$ cat src/rtl/tgnc_consts.svh
// sizes, field positions, register offsets and reset values of the task gate nesting block
`ifndef TGNC_CONSTS_SVH
`define TGNC_CONSTS_SVH
`define TGNC_OFF_CTRL 12'h000
`define TGNC_OFF_REQ 12'h004
`define TGNC_OFF_SEL 12'h008
`define TGNC_OFF_PRIV 12'h00C
`define TGNC_OFF_STAT 12'h010
`define TGNC_OFF_RES 12'h014
`define TGNC_OFF_LINK 12'h018
`define TGNC_OFF_BUSY 12'h01C
`define TGNC_BUSY_BIT 9
`define TGNC_BUSY_BYTE_OFF 4
`define TGNC_NUM_TASKS 16
`define TGNC_TASK_IDX_W 4
`define TGNC_REQ_GO_BIT 31
`define TGNC_RST_CTRL 32'h00000000
`endif

$ cat src/rtl/tgnc_pkg.sv
// types shared by the task gate nesting block
`default_nettype none
package tgnc_pkg;
  typedef enum logic [1:0] {
    TGNC_KIND_JUMP = 2'h0,
    TGNC_KIND_CALL = 2'h1,
    TGNC_KIND_EVENT = 2'h2,
    TGNC_KIND_INTERRUPT_RETURN_INSTRUCTION = 2'h3
  } tgnc_kind_t;
  typedef enum logic [1:0] {
    TGNC_ST_IDLE = 2'h0,
    TGNC_ST_CHECK = 2'h1,
    TGNC_ST_COMMIT = 2'h3,
    TGNC_ST_DONE = 2'h2
  } tgnc_state_t;
  typedef enum logic [1:0] {
    TGNC_RES_OK = 2'h0,
    TGNC_RES_PRIV = 2'h1,
    TGNC_RES_BUSY = 2'h2,
    TGNC_RES_LONG = 2'h3
  } tgnc_res_t;
endpackage : tgnc_pkg
`default_nettype wire

$ cat src/rtl/tgnc_busy_if.sv
// busy bit memory access bundle between the control core and its memory
`timescale 1ns/1ps
`default_nettype none
interface tgnc_busy_if;
  logic [3:0] rdIdx;
  logic rdBit;
  logic wrEn;
  logic [3:0] wrIdx;
  logic wrBit;
  logic [15:0] allBits;
  modport core (output rdIdx, output wrEn, output wrIdx, output wrBit, input rdBit, input allBits);
  modport mem (input rdIdx, input wrEn, input wrIdx, input wrBit, output rdBit, output allBits);
endinterface : tgnc_busy_if
`default_nettype wire

$ cat src/rtl/tgnc_busy_mem.sv
// per-task busy bits of the task-state descriptors
`timescale 1ns/1ps
`default_nettype none
`include "tgnc_consts.svh"
module tgnc_busy_mem (
  input wire logic clock, // core clock
  input wire logic srst, // sync reset, high
  tgnc_busy_if.mem bus, // access port
  input wire logic swWrEn, // software overwrite of all bits
  input wire logic [15:0] swBits // software value
);
  logic [15:0] bits_ff;
  logic [15:0] nxt_bits;
  logic rd_ff;
  always_comb begin
    nxt_bits = bits_ff;
    if (swWrEn) begin
      nxt_bits = swBits;
    end
    if (bus.wrEn) begin
      nxt_bits[bus.wrIdx] = bus.wrBit;
    end
  end
  always_ff @(posedge clock) begin
    if (srst) begin
      bits_ff <= 16'h0000;
      rd_ff <= 1'b0;
    end else begin
      bits_ff <= nxt_bits;
      rd_ff <= nxt_bits[bus.rdIdx];
    end
  end
  assign bus.rdBit = rd_ff;
  assign bus.allBits = bits_ff;
endmodule : tgnc_busy_mem
`default_nettype wire

$ cat src/rtl/tgnc_priv_cmp.sv
// gate privilege comparison of two requester levels
`timescale 1ns/1ps
`default_nettype none
module tgnc_priv_cmp (
  input wire logic [1:0] currentPrivilegeLevel, // running level
  input wire logic [1:0] selectorRequestedPrivilege, // selector level
  input wire logic [1:0] gatePrivilegeLevel, // gate level
  output logic pass // both checks pass
);
  // unsigned compare, 0 most privileged
  wire cplOk = currentPrivilegeLevel <= gatePrivilegeLevel;
  wire rplOk = selectorRequestedPrivilege <= gatePrivilegeLevel;
  assign pass = cplOk & rplOk;
endmodule : tgnc_priv_cmp
`default_nettype wire

$ cat src/rtl/task_gate_nesting_control.sv
// apb-reached task switch permission and nesting bookkeeping core
//
// How it works
// running level must not exceed gate level
// selector level must not exceed gate level
// target descriptor level never read with gates
// either failing check denies the switch
// gate use in long mode faults
// jump keeps nested flag and link
// call or event sets flag, stores link
// return switches only if flag set, via link
// return clears outgoing nested flag
// busy bits per task forbid recursion
// jump clears old busy, sets new
// jump to busy task faults
// call or event sets new busy, keeps old
// call or event to busy task faults
// return clears old busy, new untouched
// any level may set flag and return
// failed check alters nothing and faults
// events skip the gate privilege check
// levels are unsigned two-bit, 0 highest
//
// Chosen here: the APB register port and the register addresses.
`timescale 1ns/1ps
`default_nettype none
`include "tgnc_consts.svh"
module task_gate_nesting_control (
  input wire logic clock, // core clock
  input wire logic srst, // sync reset, high
  input wire logic psel, // apb select
  input wire logic penable, // apb enable
  input wire logic pwrite, // apb direction
  input wire logic [11:0] paddr, // apb byte address
  input wire logic [31:0] pwdata, // apb write data
  output logic [31:0] prdata, // apb read data
  output logic pready, // apb ready
  output logic pslverr, // apb error
  output logic generalProtectionFault, // fault pulse
  output logic switchDone // accepted switch pulse
);
  logic [31:0] ctrl_ff;
  logic [31:0] req_ff;
  logic [15:0] sel_ff;
  logic [1:0] cpl_ff;
  logic [1:0] gpl_ff;
  logic [1:0] rpl_ff;
  logic [1:0] tdp_ff;
  logic nestedTaskFlag_ff;
  logic [15:0] curLink_ff;
  logic [15:0] newLink_ff;
  logic [3:0] curTask_ff;
  logic [31:0] prdata_ff;
  logic pready_ff;
  logic pslverr_ff;
  logic gpf_ff;
  logic done_ff;
  tgnc_pkg::tgnc_res_t res_ff;
  tgnc_pkg::tgnc_state_t state_ff;
  tgnc_pkg::tgnc_state_t nxt_state;
  logic [3:0] tgt_ff;
  logic [31:0] nxt_ctrl;
  logic [31:0] nxt_req;
  logic [15:0] nxt_sel;
  logic [7:0] nxt_priv;
  logic nxt_pready;
  logic nxt_pslverr;
  logic [31:0] nxt_prdata;
  tgnc_pkg::tgnc_res_t nxt_res;
  logic nxt_gpf;
  logic nxt_done;
  logic [3:0] nxt_tgt;
  logic nxt_nestedTaskFlag;
  logic [15:0] nxt_curLink;
  logic [15:0] nxt_newLink;
  logic [3:0] nxt_curTask;
  tgnc_busy_if busyBus ();
  // ctrl: bit0 long mode, bit1 through gate
  wire longMode = ctrl_ff[0];
  wire viaGate = ctrl_ff[1];
  wire [1:0] kindBits = req_ff[1:0];
  wire [3:0] reqTask = req_ff[11:8];
  wire isIret = kindBits == tgnc_pkg::TGNC_KIND_INTERRUPT_RETURN_INSTRUCTION;
  wire isJump = kindBits == tgnc_pkg::TGNC_KIND_JUMP;
  wire isEvent = kindBits == tgnc_pkg::TGNC_KIND_EVENT;
  // return targets the task named by the link selector
  wire [3:0] target = isIret ? curLink_ff[`TGNC_TASK_IDX_W-1:0] : reqTask;
  wire privPass;
  // descriptor level never reaches the compare
  tgnc_priv_cmp u_cmp (
    .currentPrivilegeLevel(cpl_ff),
    .selectorRequestedPrivilege(rpl_ff),
    .gatePrivilegeLevel(gpl_ff),
    .pass(privPass)
  );
  wire gateChecked = viaGate & ~isEvent & ~isIret;
  wire privFail = gateChecked & ~privPass;
  wire longFail = longMode & viaGate;
  wire busyFail = ~isIret & busyBus.rdBit;
  wire iretNoNest = isIret & ~nestedTaskFlag_ff;
  wire anyFail = longFail | privFail | busyFail;
  tgnc_pkg::tgnc_res_t nxtRes;
  assign nxtRes = longFail ? tgnc_pkg::TGNC_RES_LONG :
                  privFail ? tgnc_pkg::TGNC_RES_PRIV :
                  busyFail ? tgnc_pkg::TGNC_RES_BUSY : tgnc_pkg::TGNC_RES_OK;
  // apb decode
  wire setup = psel & ~penable;
  wire acc = psel & penable;
  wire wr = acc & pwrite;
  wire hitCtrl = paddr == `TGNC_OFF_CTRL;
  wire hitReq = paddr == `TGNC_OFF_REQ;
  wire hitSel = paddr == `TGNC_OFF_SEL;
  wire hitPriv = paddr == `TGNC_OFF_PRIV;
  wire hitStat = paddr == `TGNC_OFF_STAT;
  wire hitRes = paddr == `TGNC_OFF_RES;
  wire hitLink = paddr == `TGNC_OFF_LINK;
  wire hitBusy = paddr == `TGNC_OFF_BUSY;
  wire mapped = hitCtrl | hitReq | hitSel | hitPriv | hitStat | hitRes | hitLink | hitBusy;
  wire idle = state_ff == tgnc_pkg::TGNC_ST_IDLE;
  wire goWr = wr & hitReq & pwdata[`TGNC_REQ_GO_BIT] & idle;
  // software may set the flag at any level before a return
  wire flagWr = wr & hitStat & idle;
  wire [31:0] rdMux = hitCtrl ? ctrl_ff :
                      hitReq ? {~idle, req_ff[30:0]} :
                      hitSel ? {16'h0000, sel_ff} :
                      hitPriv ? {24'h000000, tdp_ff, rpl_ff, gpl_ff, cpl_ff} :
                      hitStat ? {11'h000, curTask_ff, nestedTaskFlag_ff, curLink_ff} :
                      hitRes ? {26'h0000000, done_ff, gpf_ff, 2'h0, res_ff} :
                      hitLink ? {16'h0000, newLink_ff} :
                      hitBusy ? {16'h0000, busyBus.allBits} : 32'h00000000;
  always_comb begin
    nxt_state = state_ff;
    case (state_ff)
      tgnc_pkg::TGNC_ST_IDLE: if (goWr) nxt_state = tgnc_pkg::TGNC_ST_CHECK;
      tgnc_pkg::TGNC_ST_CHECK: nxt_state = tgnc_pkg::TGNC_ST_COMMIT;
      tgnc_pkg::TGNC_ST_COMMIT: nxt_state = tgnc_pkg::TGNC_ST_DONE;
      tgnc_pkg::TGNC_ST_DONE: nxt_state = tgnc_pkg::TGNC_ST_IDLE;
      default: nxt_state = tgnc_pkg::TGNC_ST_IDLE;
    endcase
  end
  wire inCommit = state_ff == tgnc_pkg::TGNC_ST_COMMIT;
  // faults leave all task state untouched
  wire commitOk = inCommit & ~anyFail & ~iretNoNest;
  wire commitFault = inCommit & anyFail;
  // check cycle reads target busy, commit writes old task's busy
  assign busyBus.rdIdx = target;
  wire oldClr = commitOk & (isJump | isIret);
  // new task's busy bit is set the cycle after commit, from tgt_ff
  wire newSet = (state_ff == tgnc_pkg::TGNC_ST_DONE) & done_ff & ~isIret;
  assign busyBus.wrEn = oldClr | newSet;
  assign busyBus.wrIdx = newSet ? tgt_ff : curTask_ff;
  assign busyBus.wrBit = newSet;
  tgnc_busy_mem u_mem (
    .clock(clock),
    .srst(srst),
    .bus(busyBus),
    .swWrEn(wr & hitBusy & idle),
    .swBits(pwdata[15:0])
  );
  // apb answer: ready one cycle after setup, read data caught at setup
  assign nxt_pready = setup;
  assign nxt_pslverr = setup & ~mapped;
  assign nxt_prdata = (setup & ~pwrite) ? rdMux : prdata_ff;
  // control stays writable mid-switch; the rest waits for idle
  assign nxt_ctrl = (wr & hitCtrl) ? pwdata : ctrl_ff;
  assign nxt_req = goWr ? {1'b0, pwdata[30:0]} : req_ff;
  assign nxt_sel = (wr & hitSel & idle) ? pwdata[15:0] : sel_ff;
  assign nxt_priv = (wr & hitPriv & idle) ? pwdata[7:0] : {tdp_ff, rpl_ff, gpl_ff, cpl_ff};
  always_ff @(posedge clock) begin
    if (srst) begin
      pready_ff <= 1'b0;
    end else begin
      pready_ff <= nxt_pready;
    end
  end
  always_ff @(posedge clock) begin
    if (srst) begin
      pslverr_ff <= 1'b0;
    end else begin
      pslverr_ff <= nxt_pslverr;
    end
  end
  always_ff @(posedge clock) begin
    if (srst) begin
      prdata_ff <= 32'h00000000;
    end else begin
      prdata_ff <= nxt_prdata;
    end
  end
  always_ff @(posedge clock) begin
    if (srst) begin
      ctrl_ff <= `TGNC_RST_CTRL;
    end else begin
      ctrl_ff <= nxt_ctrl;
    end
  end
  always_ff @(posedge clock) begin
    if (srst) begin
      req_ff <= 32'h00000000;
    end else begin
      req_ff <= nxt_req;
    end
  end
  always_ff @(posedge clock) begin
    if (srst) begin
      sel_ff <= 16'h0000;
    end else begin
      sel_ff <= nxt_sel;
    end
  end
  always_ff @(posedge clock) begin
    if (srst) begin
      {tdp_ff, rpl_ff, gpl_ff, cpl_ff} <= 8'h00;
    end else begin
      {tdp_ff, rpl_ff, gpl_ff, cpl_ff} <= nxt_priv;
    end
  end
  // outcome pulses are exclusive and last one cycle
  assign nxt_res = inCommit ? nxtRes : res_ff;
  assign nxt_gpf = commitFault;
  assign nxt_done = commitOk;
  // target kept so the busy write of the next cycle still knows it
  assign nxt_tgt = commitOk ? target : tgt_ff;
  always_ff @(posedge clock) begin
    if (srst) begin
      state_ff <= tgnc_pkg::TGNC_ST_IDLE;
    end else begin
      state_ff <= nxt_state;
    end
  end
  always_ff @(posedge clock) begin
    if (srst) begin
      res_ff <= tgnc_pkg::TGNC_RES_OK;
    end else begin
      res_ff <= nxt_res;
    end
  end
  always_ff @(posedge clock) begin
    if (srst) begin
      gpf_ff <= 1'b0;
    end else begin
      gpf_ff <= nxt_gpf;
    end
  end
  always_ff @(posedge clock) begin
    if (srst) begin
      done_ff <= 1'b0;
    end else begin
      done_ff <= nxt_done;
    end
  end
  always_ff @(posedge clock) begin
    if (srst) begin
      tgt_ff <= 4'h0;
    end else begin
      tgt_ff <= nxt_tgt;
    end
  end
  // nesting state: only a committed switch or an idle write moves it
  wire nestSet = commitOk & ~isIret & ~isJump;
  wire nestClr = commitOk & isIret;
  // a jump falls through every flag and link term below and keeps flag and link
  assign nxt_nestedTaskFlag = nestSet ? 1'b1 :
                              nestClr ? 1'b0 :
                              flagWr ? pwdata[16] : nestedTaskFlag_ff;
  assign nxt_curLink = nestSet ? {12'h000, curTask_ff} :
                       flagWr ? pwdata[15:0] : curLink_ff;
  assign nxt_newLink = nestSet ? sel_ff : newLink_ff;
  assign nxt_curTask = commitOk ? target :
                       flagWr ? pwdata[20:17] : curTask_ff;
  always_ff @(posedge clock) begin
    if (srst) begin
      nestedTaskFlag_ff <= 1'b0;
    end else begin
      nestedTaskFlag_ff <= nxt_nestedTaskFlag;
    end
  end
  always_ff @(posedge clock) begin
    if (srst) begin
      curLink_ff <= 16'h0000;
    end else begin
      curLink_ff <= nxt_curLink;
    end
  end
  always_ff @(posedge clock) begin
    if (srst) begin
      newLink_ff <= 16'h0000;
    end else begin
      newLink_ff <= nxt_newLink;
    end
  end
  always_ff @(posedge clock) begin
    if (srst) begin
      curTask_ff <= 4'h0;
    end else begin
      curTask_ff <= nxt_curTask;
    end
  end
  assign prdata = prdata_ff;
  assign pready = pready_ff;
  assign pslverr = pslverr_ff;
  assign generalProtectionFault = gpf_ff;
  assign switchDone = done_ff;
endmodule : task_gate_nesting_control
`default_nettype wire

$ cat config.mk
export PLATFORM = sky130hd
export DESIGN_NAME = task_gate_nesting_control
export DESIGN_NICKNAME = d
export VERILOG_FILES = /design/src/rtl/tgnc_pkg.sv /design/src/rtl/tgnc_busy_if.sv /design/src/rtl/tgnc_busy_mem.sv /design/src/rtl/tgnc_priv_cmp.sv /design/src/rtl/task_gate_nesting_control.sv
export VERILOG_INCLUDE_DIRS = /design/src /design/src/rtl
export SDC_FILE = /design/constraint.sdc
export NUM_CORES = 1
export LEC_CHECK = 0
export ABC_AREA = 1
export BUFFER_PORTS_ARGS = -buffer_cell sky130_fd_sc_hd__buf_2
export CELL_PAD_IN_SITES_DETAIL_PLACEMENT = 1
export CELL_PAD_IN_SITES_GLOBAL_PLACEMENT = 2
export CORE_MARGIN = 5
export CORE_UTILIZATION = 25
export CTS_CLUSTER_DIAMETER = 120
export DETAILED_ROUTE_END_ITERATION = 10
export PLACE_DENSITY = 0.73
export SKIP_LAST_GASP = 1
export SLEW_MARGIN = 15
export SYNTH_ARGS = -nofsm -noshare
export SYNTH_HDL_FRONTEND = slang
export SYNTH_SLANG_ARGS = --single-unit
$ cat constraint.sdc
create_clock -name clock -period 5.1 [get_ports clock]
set_clock_uncertainty 0.15 [all_clocks]
set_input_delay 0.255 -clock clock [delete_from_list [all_inputs] [get_ports clock]]
set_output_delay 0.255 -clock clock [all_outputs]
set_load 0.01 [all_outputs]
; ---- After elaboration in Yosys (flattened, before gate mapping)
; Index checks and enable logic that the tools add are counted.
[op_classes]
order_cmp = 5
eq_ne = 13
n_mux = 29
bitwise_logic = 55
reduce_logical = 8
[ops]
columns = operator, count
row1 = 2-to-1 mux 16 bit, 5
row2 = 2-to-1 mux 32 bit, 2
row3 = 2-to-1 mux 21 bit, 3
row4 = equality test 12 x 5 -> 1 bit (second input constant), 4
row5 = bitwise AND 1 bit, 33
row6 = equality test 12 x 4 -> 1 bit (second input constant), 2
row7 = 2-to-1 mux 4 bit, 6
row8 = bitwise mux 16 bit, 1
row9 = equality test 12 x 3 -> 1 bit (second input constant), 1
row10 = logical NOT 12 bit, 1
row11 = inverter 1 bit, 11
row12 = bitwise OR 1 bit, 11
row13 = < comparator 4 x 5 -> 1 bit (second input constant), 2
row14 = equality test 2 bit (second input constant), 4
row15 = 2-to-1 mux 2 bit, 4
row16 = one-hot mux 2 bit (4 select lines), 1
row17 = 2-to-1 mux 1 bit, 5
row18 = binary-select mux 1 bit (select 4 bit), 1
row19 = demux 1 bit (select 4 bit), 1
row20 = greater-or-equal comparator 4 x 1 -> 1 bit (second input constant), 1
row21 = less-or-equal comparator 2 bit, 2
row22 = logical NOT 2 bit, 2
row23 = nonzero test 2 bit, 2
row24 = nonzero test 3 bit, 1
row25 = 4 further kinds, 4
[word_totals]
regBits = 185
inputBits = 49
output_inout_bits = 36
wordCells = 132

; ---- Logic depth before layout (Yosys ltp)
; Gate-level depths: netlist of the first run.
[logic_depth]
ltp_word = 15
depth_mapped = 17
mapped_depth_nobuf = 17

; ---- Cells and area by module
; A second synthesis of the first run with hierarchy kept.
[hier_totals]
hier_cells = 1243
hier_area_um2 = 8732.1
[modules_own_cells]
columns = module, n_inst, cells_each, area_per_inst_um2, seq_area_each_um2
row1 = task_gate_nesting_control, 1, 1032, 7500.9, 3363.2
row2 = tgnc_busy_mem, 1, 190, 1117.3, 340.3
row3 = tgnc_priv_cmp, 1, 21, 113.9, 0.0

; ---- Worst setup path before layout of the first run
; OpenSTA, ideal clock, no wires.
[synth_path]
path_kind = register to register
from = register gpl_ff[1]
to = register u_mem.rd_ff, in the netlist u_mem.bus.rdBit
setup_ns = 0.132
arrival_ns = 1.865
required_time_ns = 4.818
path_slack_ns = 2.953
stages_incl_launch_ff = 17
n_path_buf = 0
synth_period_minus_slack_ns = 2.147
cell_sequence = dfxtp_1 inv_1 ha_1 nand2_1 nand2_1 nand2_1 nand2_1 nand2_1 nand4_4 nor2_1 nand2_1 nand2_1 nand3_1 nand3_1 nand3_1 nand3_1 a21oi_1
[synth_between]
elab_chain_len = 14
elab_cells_between_ends = 15
cone_classes = order compare (2) / mux (3) / bitwise (10)
[synth_rtl]
columns = element, line_no
row1 = from (decl), task_gate_nesting_control.sv:46  ; logic [1:0] gpl_ff;
row2 = from (signal assigned), task_gate_nesting_control.sv:215  ; {tdp_ff, rpl_ff, gpl_ff, cpl_ff} <= nxt_priv;
row3 = "less-or-equal comparator 2 bit, on equally long branches", "tgnc_priv_cmp.sv:11, tgnc_priv_cmp.sv:12"
row4 = bitwise AND 1 bit (*), tgnc_priv_cmp.sv:13  ; assign pass = cplOk & rplOk;
row5 = inverter 1 bit (*), task_gate_nesting_control.sv:97  ; wire privFail = gateChecked & ~privPass;
row6 = bitwise AND 1 bit (*), task_gate_nesting_control.sv:97
row7 = bitwise OR 1 bit (*) (2 in series), task_gate_nesting_control.sv:101  ; wire anyFail = longFail | privFail | busyFail;
row8 = inverter 1 bit (*), task_gate_nesting_control.sv:143  ; wire commitOk = inCommit & ~anyFail & ~iretNoNest;
row9 = bitwise AND 1 bit (*) (2 in series), task_gate_nesting_control.sv:143
row10 = bitwise AND 1 bit (*), task_gate_nesting_control.sv:147  ; wire oldClr = commitOk & (isJump | isIret);
row11 = bitwise OR 1 bit (*), task_gate_nesting_control.sv:150  ; assign busyBus.wrEn = oldClr | newSet;
row12 = 2-to-1 mux 16 bit (*), tgnc_busy_mem.sv:20  ; if (bus.wrEn) begin
row13 = binary-select mux 1 bit (select 4 bit) (*), tgnc_busy_mem.sv:30  ; rd_ff <= nxt_bits[bus.rdIdx];
row14 = 2-to-1 mux 1 bit (implied by the code) (*), tgnc_busy_mem.sv:30
row15 = to (signal assigned), tgnc_busy_mem.sv:30
row16 = to (decl), tgnc_busy_mem.sv:14  ; logic rd_ff;
; Every way passes the cells marked *; elsewhere a longest branch is shown, timed or not. The select of a mux whose other input is x is not followed.
; A chain may end at the register's enable or synchronous reset.

; ---- Final worst setup path of the first run
[layout_path]
from = input paddr[1]
to = register sel_ff[1]
[layout_between]
elab_chain_len = 3
[layout_rtl]
columns = element, line_no
row1 = from (decl), task_gate_nesting_control.sv:34  ; input wire logic [11:0] paddr,
row2 = equality test 12 x 4 -> 1 bit (no source line), -
row3 = bitwise AND 1 bit (2 in series), task_gate_nesting_control.sv:167  ; assign nxt_sel = (wr & hitSel & idle) ? pwdata[15:0] : sel_ff;
row4 = to (signal assigned), task_gate_nesting_control.sv:208  ; sel_ff <= nxt_sel;
row5 = to (decl), task_gate_nesting_control.sv:44  ; logic [15:0] sel_ff;
; Every way passes these cells.

==> results of run 1 <==
-- synthesized netlist by cell type, drive strengths merged (4+ instances only) --
library cell / number / area (um^2)
dfxtp: 185 / 3700
a221oi: 4 / 35.0
o22ai: 6 / 37.5
nand3: 95 / 485
buf: 19 / 106
a21oi: 171 / 867
ha: 7 / 87.6
o21ai: 134 / 704
nand2: 228 / 893
nor2: 39 / 224
inv: 199 / 749
o211ai: 35 / 263
clkbuf: 49 / 185
o2111ai: 4 / 35.0
nand4: 11 / 83.8
a31oi: 7 / 43.8
o221ai: 22 / 193
nor3: 9 / 60.1
-- report_power, final --
group	leakage, nW	internal (mW)	total, mW	switching, mW
Combinational	2.23	0.0469	0.144	0.0966
Sequential	1.49	1.45	1.46	0.00463
Clock	0.295	0.764	1.40	0.639
-- layout by cell type (no fill, tap or decap), types with 5 or more instances in the layout --
| cell | count |
|---|---|
| sky130_fd_sc_hd__nor3_1 | 6 |
| sky130_fd_sc_hd__nand2_1 | 216 |
| sky130_fd_sc_hd__a31oi_1 | 7 |
| sky130_fd_sc_hd__dfxtp_1 | 185 |
| sky130_fd_sc_hd__a21oi_1 | 170 |
| sky130_fd_sc_hd__nand3_1 | 92 |
| sky130_fd_sc_hd__o21ai_0 | 128 |
| sky130_fd_sc_hd__dlygate4sd3_1 | 21 |
| sky130_fd_sc_hd__nand4_1 | 10 |
| sky130_fd_sc_hd__nand2_2 | 10 |
| sky130_fd_sc_hd__o211ai_1 | 35 |
| sky130_fd_sc_hd__nor2_4 | 9 |
| sky130_fd_sc_hd__nor2_1 | 23 |
| sky130_fd_sc_hd__nor2_2 | 7 |
| sky130_fd_sc_hd__o221ai_1 | 22 |
| sky130_fd_sc_hd__buf_2 | 84 |
| sky130_fd_sc_hd__clkbuf_16 | 17 |
| sky130_fd_sc_hd__inv_6 | 5 |
| sky130_fd_sc_hd__ha_1 | 7 |
| sky130_fd_sc_hd__inv_2 | 12 |
| sky130_fd_sc_hd__buf_4 | 9 |
| sky130_fd_sc_hd__o22ai_1 | 6 |
| sky130_fd_sc_hd__inv_1 | 186 |
-- area by class of cell --
class	count	area, um^2
clock buffer	19	453
timing repair buffer	114	698
fill	4300	24300
inverter	200	753
clock inverter	13	155
tap	455	569
sequential	185	3700
multi-input combinational	782	4110
-- metrics by stage --
stage	power (mW)	std cells	instance area [um^2]	setup WS, ns	utilization, %
finish	3.00	1768	10400	2.05	30.1
global route	3.11	1768	10400	1.72	30.1
CTS	3.04	1768	10400	2.05	30.1
detailed placement	1.62	1715	9620	1.66	27.7
global placement	1.62	1715	9620	1.70	27.7
floorplan	1.55	1235	8830	2.95	-
-- registers in the layout (all words and copies together) (netlist names), 2 cells and up --
name / count
cpl_ff: 2
tgt_ff: 4
rpl_ff: 2
sel_ff: 16
newLink_ff: 16
tdp_ff: 2
req_ff: 31
res_ff: 2
curLink_ff: 16
state_ff: 2
prdata: 32
u_mem.bus.allBits: 16
ctrl_ff: 32
curTask_ff: 4
gpl_ff: 2
-- how the worst min path moves through the flow --
| stage | end | slack (ns) | cells after the start |
|---|---|---|---|
| after CTS | ctrl_ff[19] | 0.001 | 3 |
| after global routing | ctrl_ff[10] | 0.01 | 3 |
| after detailed placement | req_ff[14] | 0.29 | 2 |
| after floorplan | curLink_ff[15] | 0.25 | 2 |
| final | ctrl_ff[18] | 0.02 | 3 |
| after global placement | req_ff[19] | 0.28 | 2 |
-- per-layer routing --
metal,track usage [%],wire length (um)
met2,28.2,15800
met4,4.62,673
met3,3.05,1140
met5,0,0
met1,23.2,16100
-- critical path: stages --
cell,delay [ns]
sky130_fd_sc_hd__buf_2,0.10
sky130_fd_sc_hd__nor2_2,0.17
sky130_fd_sc_hd__nand3_1,0.42
sky130_fd_sc_hd__inv_1,0.37
sky130_fd_sc_hd__nand2_1,0.49
sky130_fd_sc_hd__inv_1,0.24
sky130_fd_sc_hd__nand2_1,0.64
sky130_fd_sc_hd__o21ai_0,0.43
sky130_fd_sc_hd__a21oi_1,0.07
-- cell families (layout without fill, tap and decap cells) --
logic type	after synthesis	after routing	synth area share [%]
AO/OA/AOI/OAI	388	388	25.1
AND/OR/NAND/NOR	387	387	20.1
adder cells (fa/ha/maj)	7	7	0.991
flip-flops	185	185	41.9
buffers and inverters	268	346	11.8
==> tab_implementation.tex, run 1 <==
\begin{tabular}{lr}
\hline
Metric & Value \\
\hline
\multicolumn{2}{l}{\textbf{Min path}} \\
\quad Min-delay worst type & in -> reg \\
\quad Start point of the worst hold path & pwdata[18] \\
\multicolumn{2}{l}{\textbf{Job}} \\
\quad Number of max-cap violations & 0 \\
\multicolumn{2}{l}{\textbf{STA}} \\
\quad Fin crit period & 3.05 ns \\
\quad Slew Limit Fails & 0 \\
\quad \# setup viols final & 0 \\
\quad Hold Slack & 0.0169 ns \\
\quad Setup repair after global routing missed its margin & false \\
\quad Setup\_tns & 0 ns \\
\quad Worst slew pin tran & 1.09 ns \\
\quad Fmax & 328 MHz \\
\quad Final Hold Viols & 0 \\
\quad Fraction of the cycle the final worst path needs & 59.7\% \\
\quad Slew headroom & 26.4\% \\
\multicolumn{2}{l}{\textbf{Placement}} \\
\quad Final Wtd Congestion & 0.828 \\
\quad Port bufs & 84 \\
\quad DP HPWL & 24.4 mm \\
\multicolumn{2}{l}{\textbf{Drt}} \\
\quad Number of nets still failing antenna checks after routing & 0 \\
\quad Number of DRC violations after detailed-routing iteration 0 & 453 \\
\quad Total length of routed wires & 33.7 mm \\
\quad Detailed-route via count & 8649 \\
\quad Mean number of vias per cell & 4.89 \\
\quad Remaining DRCs & 0 \\
\quad Number of optimization iterations in the first detailed-route pass & 5 \\
\quad Post-DR wirelength/cell & 19.0 um \\
\multicolumn{2}{l}{\textbf{GRT}} \\
\quad GRT Residual Overflow & 0 \\
\quad Vias in the first global route & 8712 \\
\quad First-pass GRT wire length & 52.0 mm \\
\quad Pin count of the biggest net entering global routing & 64 \\
\quad All-Layer GR Usage & 17.1\% \\
\quad Antenna violations before repair & 0 \\
\multicolumn{2}{l}{\textbf{Synth}} \\
\quad Sequential-to-total area share from yosys stat & 41.9\% \\
\quad Share of synthesized registers carrying an async set or reset & 0\% \\
\quad Cell area after technology mapping & 8830 um\^{}2 \\
\quad Number of instances in the synthesized netlist & 1235 \\
\quad Count of cell types in the netlist & 44 \\
\quad Yosys warns & 0 \\
\quad Synthesized Nets & 1291 \\
\quad Post-synthesis sequential element count & 185 \\
\quad Avg Synthesized Cell Area & 7.15 um\^{}2 \\
\quad Number of enable-type register cells in the synthesized netlist & 0 \\
\quad Flip-flop cell with the highest count after synthesis & sky130\_fd\_sc\_hd\_\_dfxtp\_1 \\
\multicolumn{2}{l}{\textbf{Layout}} \\
\quad Final Net Count & 1356 \\
\quad Antenna diodes & 0 \\
\quad Layout overhead on the synthesized area & 18.2\% \\
\quad Share of layout cells above drive strength 1 & 13.7\% \\
\multicolumn{2}{l}{\textbf{Critical path}} \\
\quad Kind of capture point of the worst setup path & flip-flop \\
\quad CP Data Arrival Time & 3.20 ns \\
\quad R2R Setup Slk & 2.06 ns \\
\quad Startpoint Class & input port \\
\quad Critical register-to-register path endpoint & u\_mem.bus.rdBit \\
\quad Required time reported for the critical path endpoint & 5.25 ns \\
\quad R2r startpoint & req\_ff[1] \\
\quad Launch point of the worst path & paddr[1] \\
\quad Worst setup endpoint & sel\_ff[1] \\
\quad Maximum fanout encountered on the critical timing path & 32 \\
\quad Category of the critical setup timing path & in -> reg \\
\quad Logic depth of the worst register-to-register path & 16 \\
\multicolumn{2}{l}{\textbf{Die}} \\
\quad Floorplan die width & 198 um \\
\quad Effective utilization at floorplan & 25.5\% \\
\quad Placeable core region & 34700 um\^{}2 \\
\quad Vert. Die Dim & 198 um \\
\quad Number of top-level pins & 85 \\
\quad Number of standard-cell rows in the floorplan & 68 \\
\quad Overall die area & 39200 um\^{}2 \\
\multicolumn{2}{l}{\textbf{CTS}} \\
\quad Cts repair resizes & 0 \\
\quad Number of buffers inserted by post-CTS setup repair & 0 \\
\quad Clock slew at the register clock pins of the worst setup and hold paths & 0.08 ns \\
\quad Cts bufs inserted & 17 \\
\quad Clock tree from TritonCTS & yes \\
\quad Buffers from clock root to sink, at most & 2 \\
\quad CTS H-Tree Depth & 4 \\
\quad \# hold bufs at CTS & 21 \\
\quad CTS Root Cell & sky130\_fd\_sc\_hd\_\_clkbuf\_16 \\
\quad Clk\_lat worst skew & 0.45 ns \\
\quad CTS sink cnt & 185 \\
\multicolumn{2}{l}{\textbf{Run status}} \\
\quad Outcome & complete, no violations \\
\multicolumn{2}{l}{\textbf{Pwr}} \\
\quad Worst VDD drop & 204 uV \\
\quad Power density over the cells & 288 nW/um\^{}2 \\
\quad Leakage power & 4.02 nW \\
\hline
\end{tabular}
No activity file was read; power rests on OpenSTA's default activity.
==> inputs of run 2 (changes only) <==
Settings changed: PLACE_DENSITY 0.73 to 0.75.
Clock period 5.1 ns to 2.8 ns, I/O delays scaled along.
==> tab_implementation.tex, run 2 (synthesis results as in run 1) <==
\begin{tabular}{lr}
\hline
Metric & Value \\
\hline
\multicolumn{2}{l}{\textbf{Pwr}} \\
\quad Share of total power consumed by net switching & 23.5\% \\
\quad Portion of total power attributed to combinational logic & 5.2\% \\
\quad Worst VDD drop & 436 uV \\
\quad Clock Power Share & 46.0\% \\
\quad P\_sw & 1.28 mW \\
\quad Leakage power & 4.26 nW \\
\quad Sequential power share & 48.9\% \\
\quad Power density over the cells & 499 nW/um\^{}2 \\
\quad Cell internal power dissipation & 4.15 mW \\
\multicolumn{2}{l}{\textbf{STA}} \\
\quad Slew headroom & 47.3\% \\
\quad \# setup viols final & 0 \\
\quad Setup\_tns & 0 ns \\
\quad Worst slew pin tran & 0.788 ns \\
\quad Final Hold Viols & 0 \\
\quad Worst path setup slack after routing & 0.248 ns \\
\quad Fin crit period & 2.55 ns \\
\quad Setup repair after global routing missed its margin & false \\
\quad Slew Limit Fails & 0 \\
\quad Fraction of the cycle the final worst path needs & 91.1\% \\
\quad Fmax & 392 MHz \\
\quad Hold Slack & 0.0724 ns \\
\multicolumn{2}{l}{\textbf{Placement}} \\
\quad DP HPWL & 24.7 mm \\
\quad Pre-CTS worst setup slack & 0.240 ns \\
\quad Port bufs & 84 \\
\quad Final Wtd Congestion & 0.839 \\
\multicolumn{2}{l}{\textbf{Drt}} \\
\quad Total length of routed wires & 33.7 mm \\
\quad Mean number of vias per cell & 4.86 \\
\quad Number of DRC violations after detailed-routing iteration 0 & 459 \\
\quad Number of optimization iterations in the first detailed-route pass & 5 \\
\quad Post-DR wirelength/cell & 18.6 um \\
\quad Remaining DRCs & 0 \\
\quad Number of nets still failing antenna checks after routing & 0 \\
\quad Detailed-route via count & 8829 \\
\multicolumn{2}{l}{\textbf{Die}} \\
\quad Floorplan die width & 198 um \\
\quad Placeable core region & 34700 um\^{}2 \\
\quad Vert. Die Dim & 198 um \\
\quad Effective utilization at floorplan & 25.5\% \\
\quad Number of top-level pins & 85 \\
\quad Overall die area & 39200 um\^{}2 \\
\quad Number of standard-cell rows in the floorplan & 68 \\
\multicolumn{2}{l}{\textbf{CTS}} \\
\quad Clock slew at the register clock pins of the worst setup and hold paths & 0.08 ns \\
\quad CTS H-Tree Depth & 4 \\
\quad Cts bufs inserted & 17 \\
\quad Clock tree from TritonCTS & yes \\
\quad CTS Root Cell & sky130\_fd\_sc\_hd\_\_clkbuf\_16 \\
\quad CTS sink cnt & 185 \\
\quad Number of buffers inserted by post-CTS setup repair & 0 \\
\quad Clk\_lat worst skew & 0.45 ns \\
\quad Buffers from clock root to sink, at most & 2 \\
\multicolumn{2}{l}{\textbf{GRT}} \\
\quad Vias in the first global route & 9040 \\
\quad GRT Residual Overflow & 0 \\
\quad Pin count of the biggest net entering global routing & 63 \\
\quad All-Layer GR Usage & 17.2\% \\
\quad Antenna violations before repair & 0 \\
\quad First-pass GRT wire length & 52.6 mm \\
\multicolumn{2}{l}{\textbf{Min path}} \\
\quad Start point of the worst hold path & pwrite \\
\quad Number of cells on the worst hold path & 5 \\
\quad Min-delay worst type & in -> reg \\
\quad Endpoint of the worst hold-timing path & prdata[2] \\
\multicolumn{2}{l}{\textbf{Layout}} \\
\quad Final Net Count & 1406 \\
\quad Most frequent standard cell in the layout excluding fill and tap cells & sky130\_fd\_sc\_hd\_\_nand2\_1 \\
\quad Filler instances & 4301 \\
\quad Antenna diodes & 0 \\
\quad Layout overhead on the synthesized area & 23.1\% \\
\quad Most used cells in the layout excluding fill and tap cells & 216 x sky130\_fd\_sc\_hd\_\_nand2\_1, 186 x sky130\_fd\_sc\_hd\_\_inv\_1, 185 x sky130\_fd\_sc\_hd\_\_dfxtp\_1 \\
\quad Share of layout cells above drive strength 1 & 15.6\% \\
\multicolumn{2}{l}{\textbf{Critical path}} \\
\quad Category of the critical setup timing path & reg -> reg \\
\quad R2r startpoint & gpl\_ff[1] \\
\quad Critical register-to-register path endpoint & u\_mem.bus.rdBit \\
\quad CP Data Arrival Time & 2.73 ns \\
\quad R2R Setup Slk & 0.25 ns \\
\quad Logic depth of the worst register-to-register path & 16 \\
\quad Required time reported for the critical path endpoint & 2.98 ns \\
\quad Maximum fanout encountered on the critical timing path & 10 \\
\quad Startpoint Class & flip-flop \\
\quad Kind of capture point of the worst setup path & flip-flop \\
\multicolumn{2}{l}{\textbf{Job}} \\
\quad Number of max-cap violations & 0 \\
\multicolumn{2}{l}{\textbf{Run status}} \\
\quad Outcome & complete, no violations \\
\hline
\end{tabular}
## run 2: changes by cell type in the layout (fill, tap and decap cells not counted), sizes merged
| cell | previous run | this run |
|---|---|---|
| buf | 93 | 129 |
| bufinv | 2 | 3 |
| clkbuf | 19 | 20 |
| clkinv | 3 | 5 |
| dlygate4sd3 | 21 | 35 |
| inv | 206 | 201 |
## run 2: final cells by class
class | count | area, um^2 | area share (%)
Multi-Input combinational cell | 782 | 4110 | 37.8
Sequential cell | 185 | 3700 | 34.0
Timing Repair Buffer | 164 | 1160 | 10.7
Inverter | 200 | 753 | 6.92
Tap cell | 455 | 569 | 5.23
Clock buffer | 20 | 437 | 4.01
Clock inverter | 11 | 146 | 1.35
## run 2: metal layers
layer	vias up	global-route usage (%)	wire, um
met5	-	0	0
met4	0	3.88	429
met3	24	2.81	1180
met2	145	28.1	15800
met1	4306	24.0	16300
li1	4354	-	-
## run 2: how the worst max path moves through the flow
stage,endpoint,from,slack [ns]
2_1_floorplan,u_mem.bus.rdBit,gpl_ff[1],0.65
3_3_place_gp,u_mem.bus.rdBit,gpl_ff[1],0.26
3_5_place_dp,u_mem.bus.rdBit,gpl_ff[1],0.24
4_1_cts,u_mem.bus.rdBit,gpl_ff[1],0.22
5_1_grt,u_mem.bus.rdBit,gpl_ff[1],0.03
6_report,u_mem.bus.rdBit,gpl_ff[1],0.25
## run 2: power groups by stage
stage / registers [mW] / logic [mW] / clock network (mW)
after global placement: 2.71 / 0.242 / 0
final: 2.65 / 0.281 / 2.50
after CTS: 2.65 / 0.285 / 2.55
after floorplan: 2.72 / 0.0989 / 0
after global routing: 2.65 / 0.309 / 2.65
after detailed placement: 2.71 / 0.245 / 0
## run 2: through the flow
step	util, %	cell area [um^2]	total power [mW]	cells
after floorplan	-	8830	2.82	1235
after global placement	28.6	9940	2.96	1751
after detailed placement	28.6	9940	2.96	1751
after CTS	31.3	10900	5.49	1817
after global routing	31.3	10900	5.61	1817
final	31.3	10900	5.43	1817
## run 2: worst max-delay path, stage by stage, from the launching register on
cell,delay (ns)
sky130_fd_sc_hd__dfxtp_1,0.34
sky130_fd_sc_hd__inv_1,0.08
sky130_fd_sc_hd__ha_1,0.31
sky130_fd_sc_hd__nand2_1,0.08
sky130_fd_sc_hd__nand2_1,0.05
sky130_fd_sc_hd__nand2_1,0.06
sky130_fd_sc_hd__nand2_1,0.05
sky130_fd_sc_hd__nand2_1,0.21
sky130_fd_sc_hd__nand3_2,0.17
sky130_fd_sc_hd__nor2_4,0.20
sky130_fd_sc_hd__nand2_2,0.20
sky130_fd_sc_hd__nand4_1,0.15
sky130_fd_sc_hd__nand3_1,0.10
sky130_fd_sc_hd__nand3_1,0.09
sky130_fd_sc_hd__nand3_1,0.08
sky130_fd_sc_hd__nand3_1,0.08
sky130_fd_sc_hd__a21oi_1,0.06
## run 2: timing repair
item | in CTS | in global routing
hold buffers | 35 | 0
setup endpoints to repair | 0 | 1
gates resized for setup | 0 | 1
hold endpoints to repair | 102 | 0
==> inputs of run 3 (changes only) <==
Settings changed: CORE_UTILIZATION 25 to 30, PLACE_DENSITY 0.75 to 0.86.
==> tab_implementation.tex, run 3 (synthesis results as in run 1) <==
\begin{tabular}{lr}
\hline
Metric & Value \\
\hline
\multicolumn{2}{l}{\textbf{STA}} \\
\quad Slew Limit Fails & 0 \\
\quad Fin crit period & 2.59 ns \\
\quad \# setup viols final & 0 \\
\quad Worst slew pin tran & 0.912 ns \\
\quad Fraction of the cycle the final worst path needs & 92.5\% \\
\quad Setup repair after global routing missed its margin & false \\
\quad Setup\_tns & 0 ns \\
\quad Final Hold Viols & 0 \\
\quad Slew headroom & 38.4\% \\
\quad Fmax & 386 MHz \\
\multicolumn{2}{l}{\textbf{Die}} \\
\quad Vert. Die Dim & 182 um \\
\quad Overall die area & 33000 um\^{}2 \\
\quad Number of top-level pins & 85 \\
\quad Placeable core region & 28900 um\^{}2 \\
\quad Floorplan die width & 182 um \\
\quad Number of standard-cell rows in the floorplan & 62 \\
\quad Effective utilization at floorplan & 30.6\% \\
\multicolumn{2}{l}{\textbf{Drt}} \\
\quad Number of optimization iterations in the first detailed-route pass & 5 \\
\quad Detailed-route via count & 8842 \\
\quad Number of nets still failing antenna checks after routing & 0 \\
\quad Post-DR wirelength/cell & 19.2 um \\
\quad Remaining DRCs & 0 \\
\quad Total length of routed wires & 33.5 mm \\
\quad Number of DRC violations after detailed-routing iteration 0 & 537 \\
\quad Mean number of vias per cell & 5.08 \\
\multicolumn{2}{l}{\textbf{CTS}} \\
\quad CTS Root Cell & sky130\_fd\_sc\_hd\_\_clkbuf\_16 \\
\quad Buffers from clock root to sink, at most & 2 \\
\quad Cts bufs inserted & 17 \\
\quad Clock tree from TritonCTS & yes \\
\quad CTS H-Tree Depth & 4 \\
\quad Clock slew at the register clock pins of the worst setup and hold paths & 0.07 ns \\
\quad Clk\_lat worst skew & 0.45 ns \\
\quad CTS sink cnt & 185 \\
\multicolumn{2}{l}{\textbf{Critical path}} \\
\quad R2r startpoint & req\_ff[1] \\
\quad R2R Setup Slk & 0.21 ns \\
\quad Logic depth of the worst register-to-register path & 15 \\
\quad CP Data Arrival Time & 2.77 ns \\
\quad Critical register-to-register path endpoint & u\_mem.bus.rdBit \\
\quad Maximum fanout encountered on the critical timing path & 21 \\
\quad Kind of capture point of the worst setup path & flip-flop \\
\quad Launch point of the worst path & req\_ff[1] \\
\quad Worst setup endpoint & u\_mem.bus.rdBit \\
\quad Required time reported for the critical path endpoint & 2.98 ns \\
\quad Startpoint Class & flip-flop \\
\quad Category of the critical setup timing path & reg -> reg \\
\multicolumn{2}{l}{\textbf{Layout}} \\
\quad Most used cells in the layout excluding fill and tap cells & 215 x sky130\_fd\_sc\_hd\_\_nand2\_1, 186 x sky130\_fd\_sc\_hd\_\_inv\_1, 185 x sky130\_fd\_sc\_hd\_\_dfxtp\_1 \\
\quad Share of layout cells above drive strength 1 & 15.6\% \\
\quad Antenna diodes & 0 \\
\quad Post-route core utilization & 37.0\% \\
\quad Fin cells & 1740 \\
\quad Final Net Count & 1399 \\
\quad Layout overhead on the synthesized area & 20.9\% \\
\quad Most frequent standard cell in the layout excluding fill and tap cells & sky130\_fd\_sc\_hd\_\_nand2\_1 \\
\multicolumn{2}{l}{\textbf{GRT}} \\
\quad Pin count of the biggest net entering global routing & 65 \\
\quad GRT Residual Overflow & 0 \\
\quad Vias in the first global route & 9001 \\
\quad All-Layer GR Usage & 20.1\% \\
\quad First-pass GRT wire length & 52.1 mm \\
\quad Antenna violations before repair & 0 \\
\multicolumn{2}{l}{\textbf{Placement}} \\
\quad Cell count after placement & 1674 \\
\quad Final Wtd Congestion & 0.932 \\
\quad DP HPWL & 24.7 mm \\
\quad Port bufs & 84 \\
\multicolumn{2}{l}{\textbf{Pwr}} \\
\quad Leakage power & 4.19 nW \\
\quad Worst VDD drop & 370 uV \\
\quad Power density over the cells & 495 nW/um\^{}2 \\
\quad Final total power & 5.29 mW \\
\multicolumn{2}{l}{\textbf{Run status}} \\
\quad Outcome & complete, no violations \\
\multicolumn{2}{l}{\textbf{Min path}} \\
\quad Min-delay worst type & in -> reg \\
\multicolumn{2}{l}{\textbf{Job}} \\
\quad Number of max-cap violations & 0 \\
\hline
\end{tabular}
-- run 3: changes by cell type in the layout (fill, tap and decap cells not counted), moves of 2 or more --
cell / previous run / this run
sky130_fd_sc_hd__buf_4: 41 / 37
sky130_fd_sc_hd__clkinvlp_4: 2 / 5
sky130_fd_sc_hd__buf_12: 4 / 2
sky130_fd_sc_hd__bufinv_16: 3 / 1
sky130_fd_sc_hd__clkbuf_1: 3 / 1
-- run 3: final cells by class --
| cell class | count | area (um^2) |
|---|---|---|
| fill | 3642 | 18200 |
| multi-input combinational | 782 | 4120 |
| sequential | 185 | 3700 |
| timing repair buffer | 157 | 1080 |
| inverter | 200 | 753 |
| tap | 384 | 480 |
| clock buffer | 18 | 429 |
| clock inverter | 14 | 123 |
-- run 3: worst max-delay path, stage by stage, from the launching register on --
cell and delay (ns):
sky130_fd_sc_hd__dfxtp_1 0.34, sky130_fd_sc_hd__ha_1 0.23, sky130_fd_sc_hd__nor2_2 0.17, sky130_fd_sc_hd__nand2_4 0.22
sky130_fd_sc_hd__o21ai_4 0.30, sky130_fd_sc_hd__nand2_1 0.22, sky130_fd_sc_hd__inv_2 0.16, sky130_fd_sc_hd__nand2_1 0.06
sky130_fd_sc_hd__nand3_1 0.07, sky130_fd_sc_hd__nand2_1 0.05, sky130_fd_sc_hd__nand2_1 0.09, sky130_fd_sc_hd__nand3_1 0.09
sky130_fd_sc_hd__nand3_1 0.11, sky130_fd_sc_hd__nand3_1 0.07, sky130_fd_sc_hd__nand3_1 0.09, sky130_fd_sc_hd__a21oi_1 0.06
-- run 3: timing repair --
action / CTS / global route
buffers inserted: 0 / 0
hold endpoints to repair: 109 / 0
gates resized for setup: 0 / 3
hold buffers: 34 / 0
setup endpoints to repair: 0 / 1
-- run 3: layer usage --
metal	vias to the layer above	GRT usage (%)	share of wire [%]
li1	4341	-	-
met1	4261	26.2	46
met2	183	33.3	47
met3	57	2.88	3.1
met4	0	8.56	4.0
met5	-	0	0
-- run 3: per-stage QoR --
step	hold WS (ns)	setup WS, ns	cell area [um^2]
3_5_place_dp	0.287	0.242	9780
3_3_place_gp	0.283	0.269	9780
4_1_cts	0.0344	0.223	10700
5_1_grt	0.0625	0.00849	10700
6_report	0.0656	0.211	10700
2_1_floorplan	0.137	0.653	8830
-- run 3: power by group --
part	internal [mW]	switching [mW]	total [mW]
clock network	1.23	1.13	2.36
registers	2.64	0.00770	2.65
logic	0.104	0.175	0.279
-- run 3: worst min path at each step --
stage,cells after the start,endpoint,slack [ns],startpoint
floorplan,2,curLink_ff[15],0.14,pwdata[15]
global placement,2,req_ff[16],0.28,req_ff[16]
detailed placement,2,req_ff[16],0.29,req_ff[16]
CTS,3,switchDone,0.03,srst
global route,3,switchDone,0.06,srst
finish,3,u_mem.bus.rdBit,0.07,srst
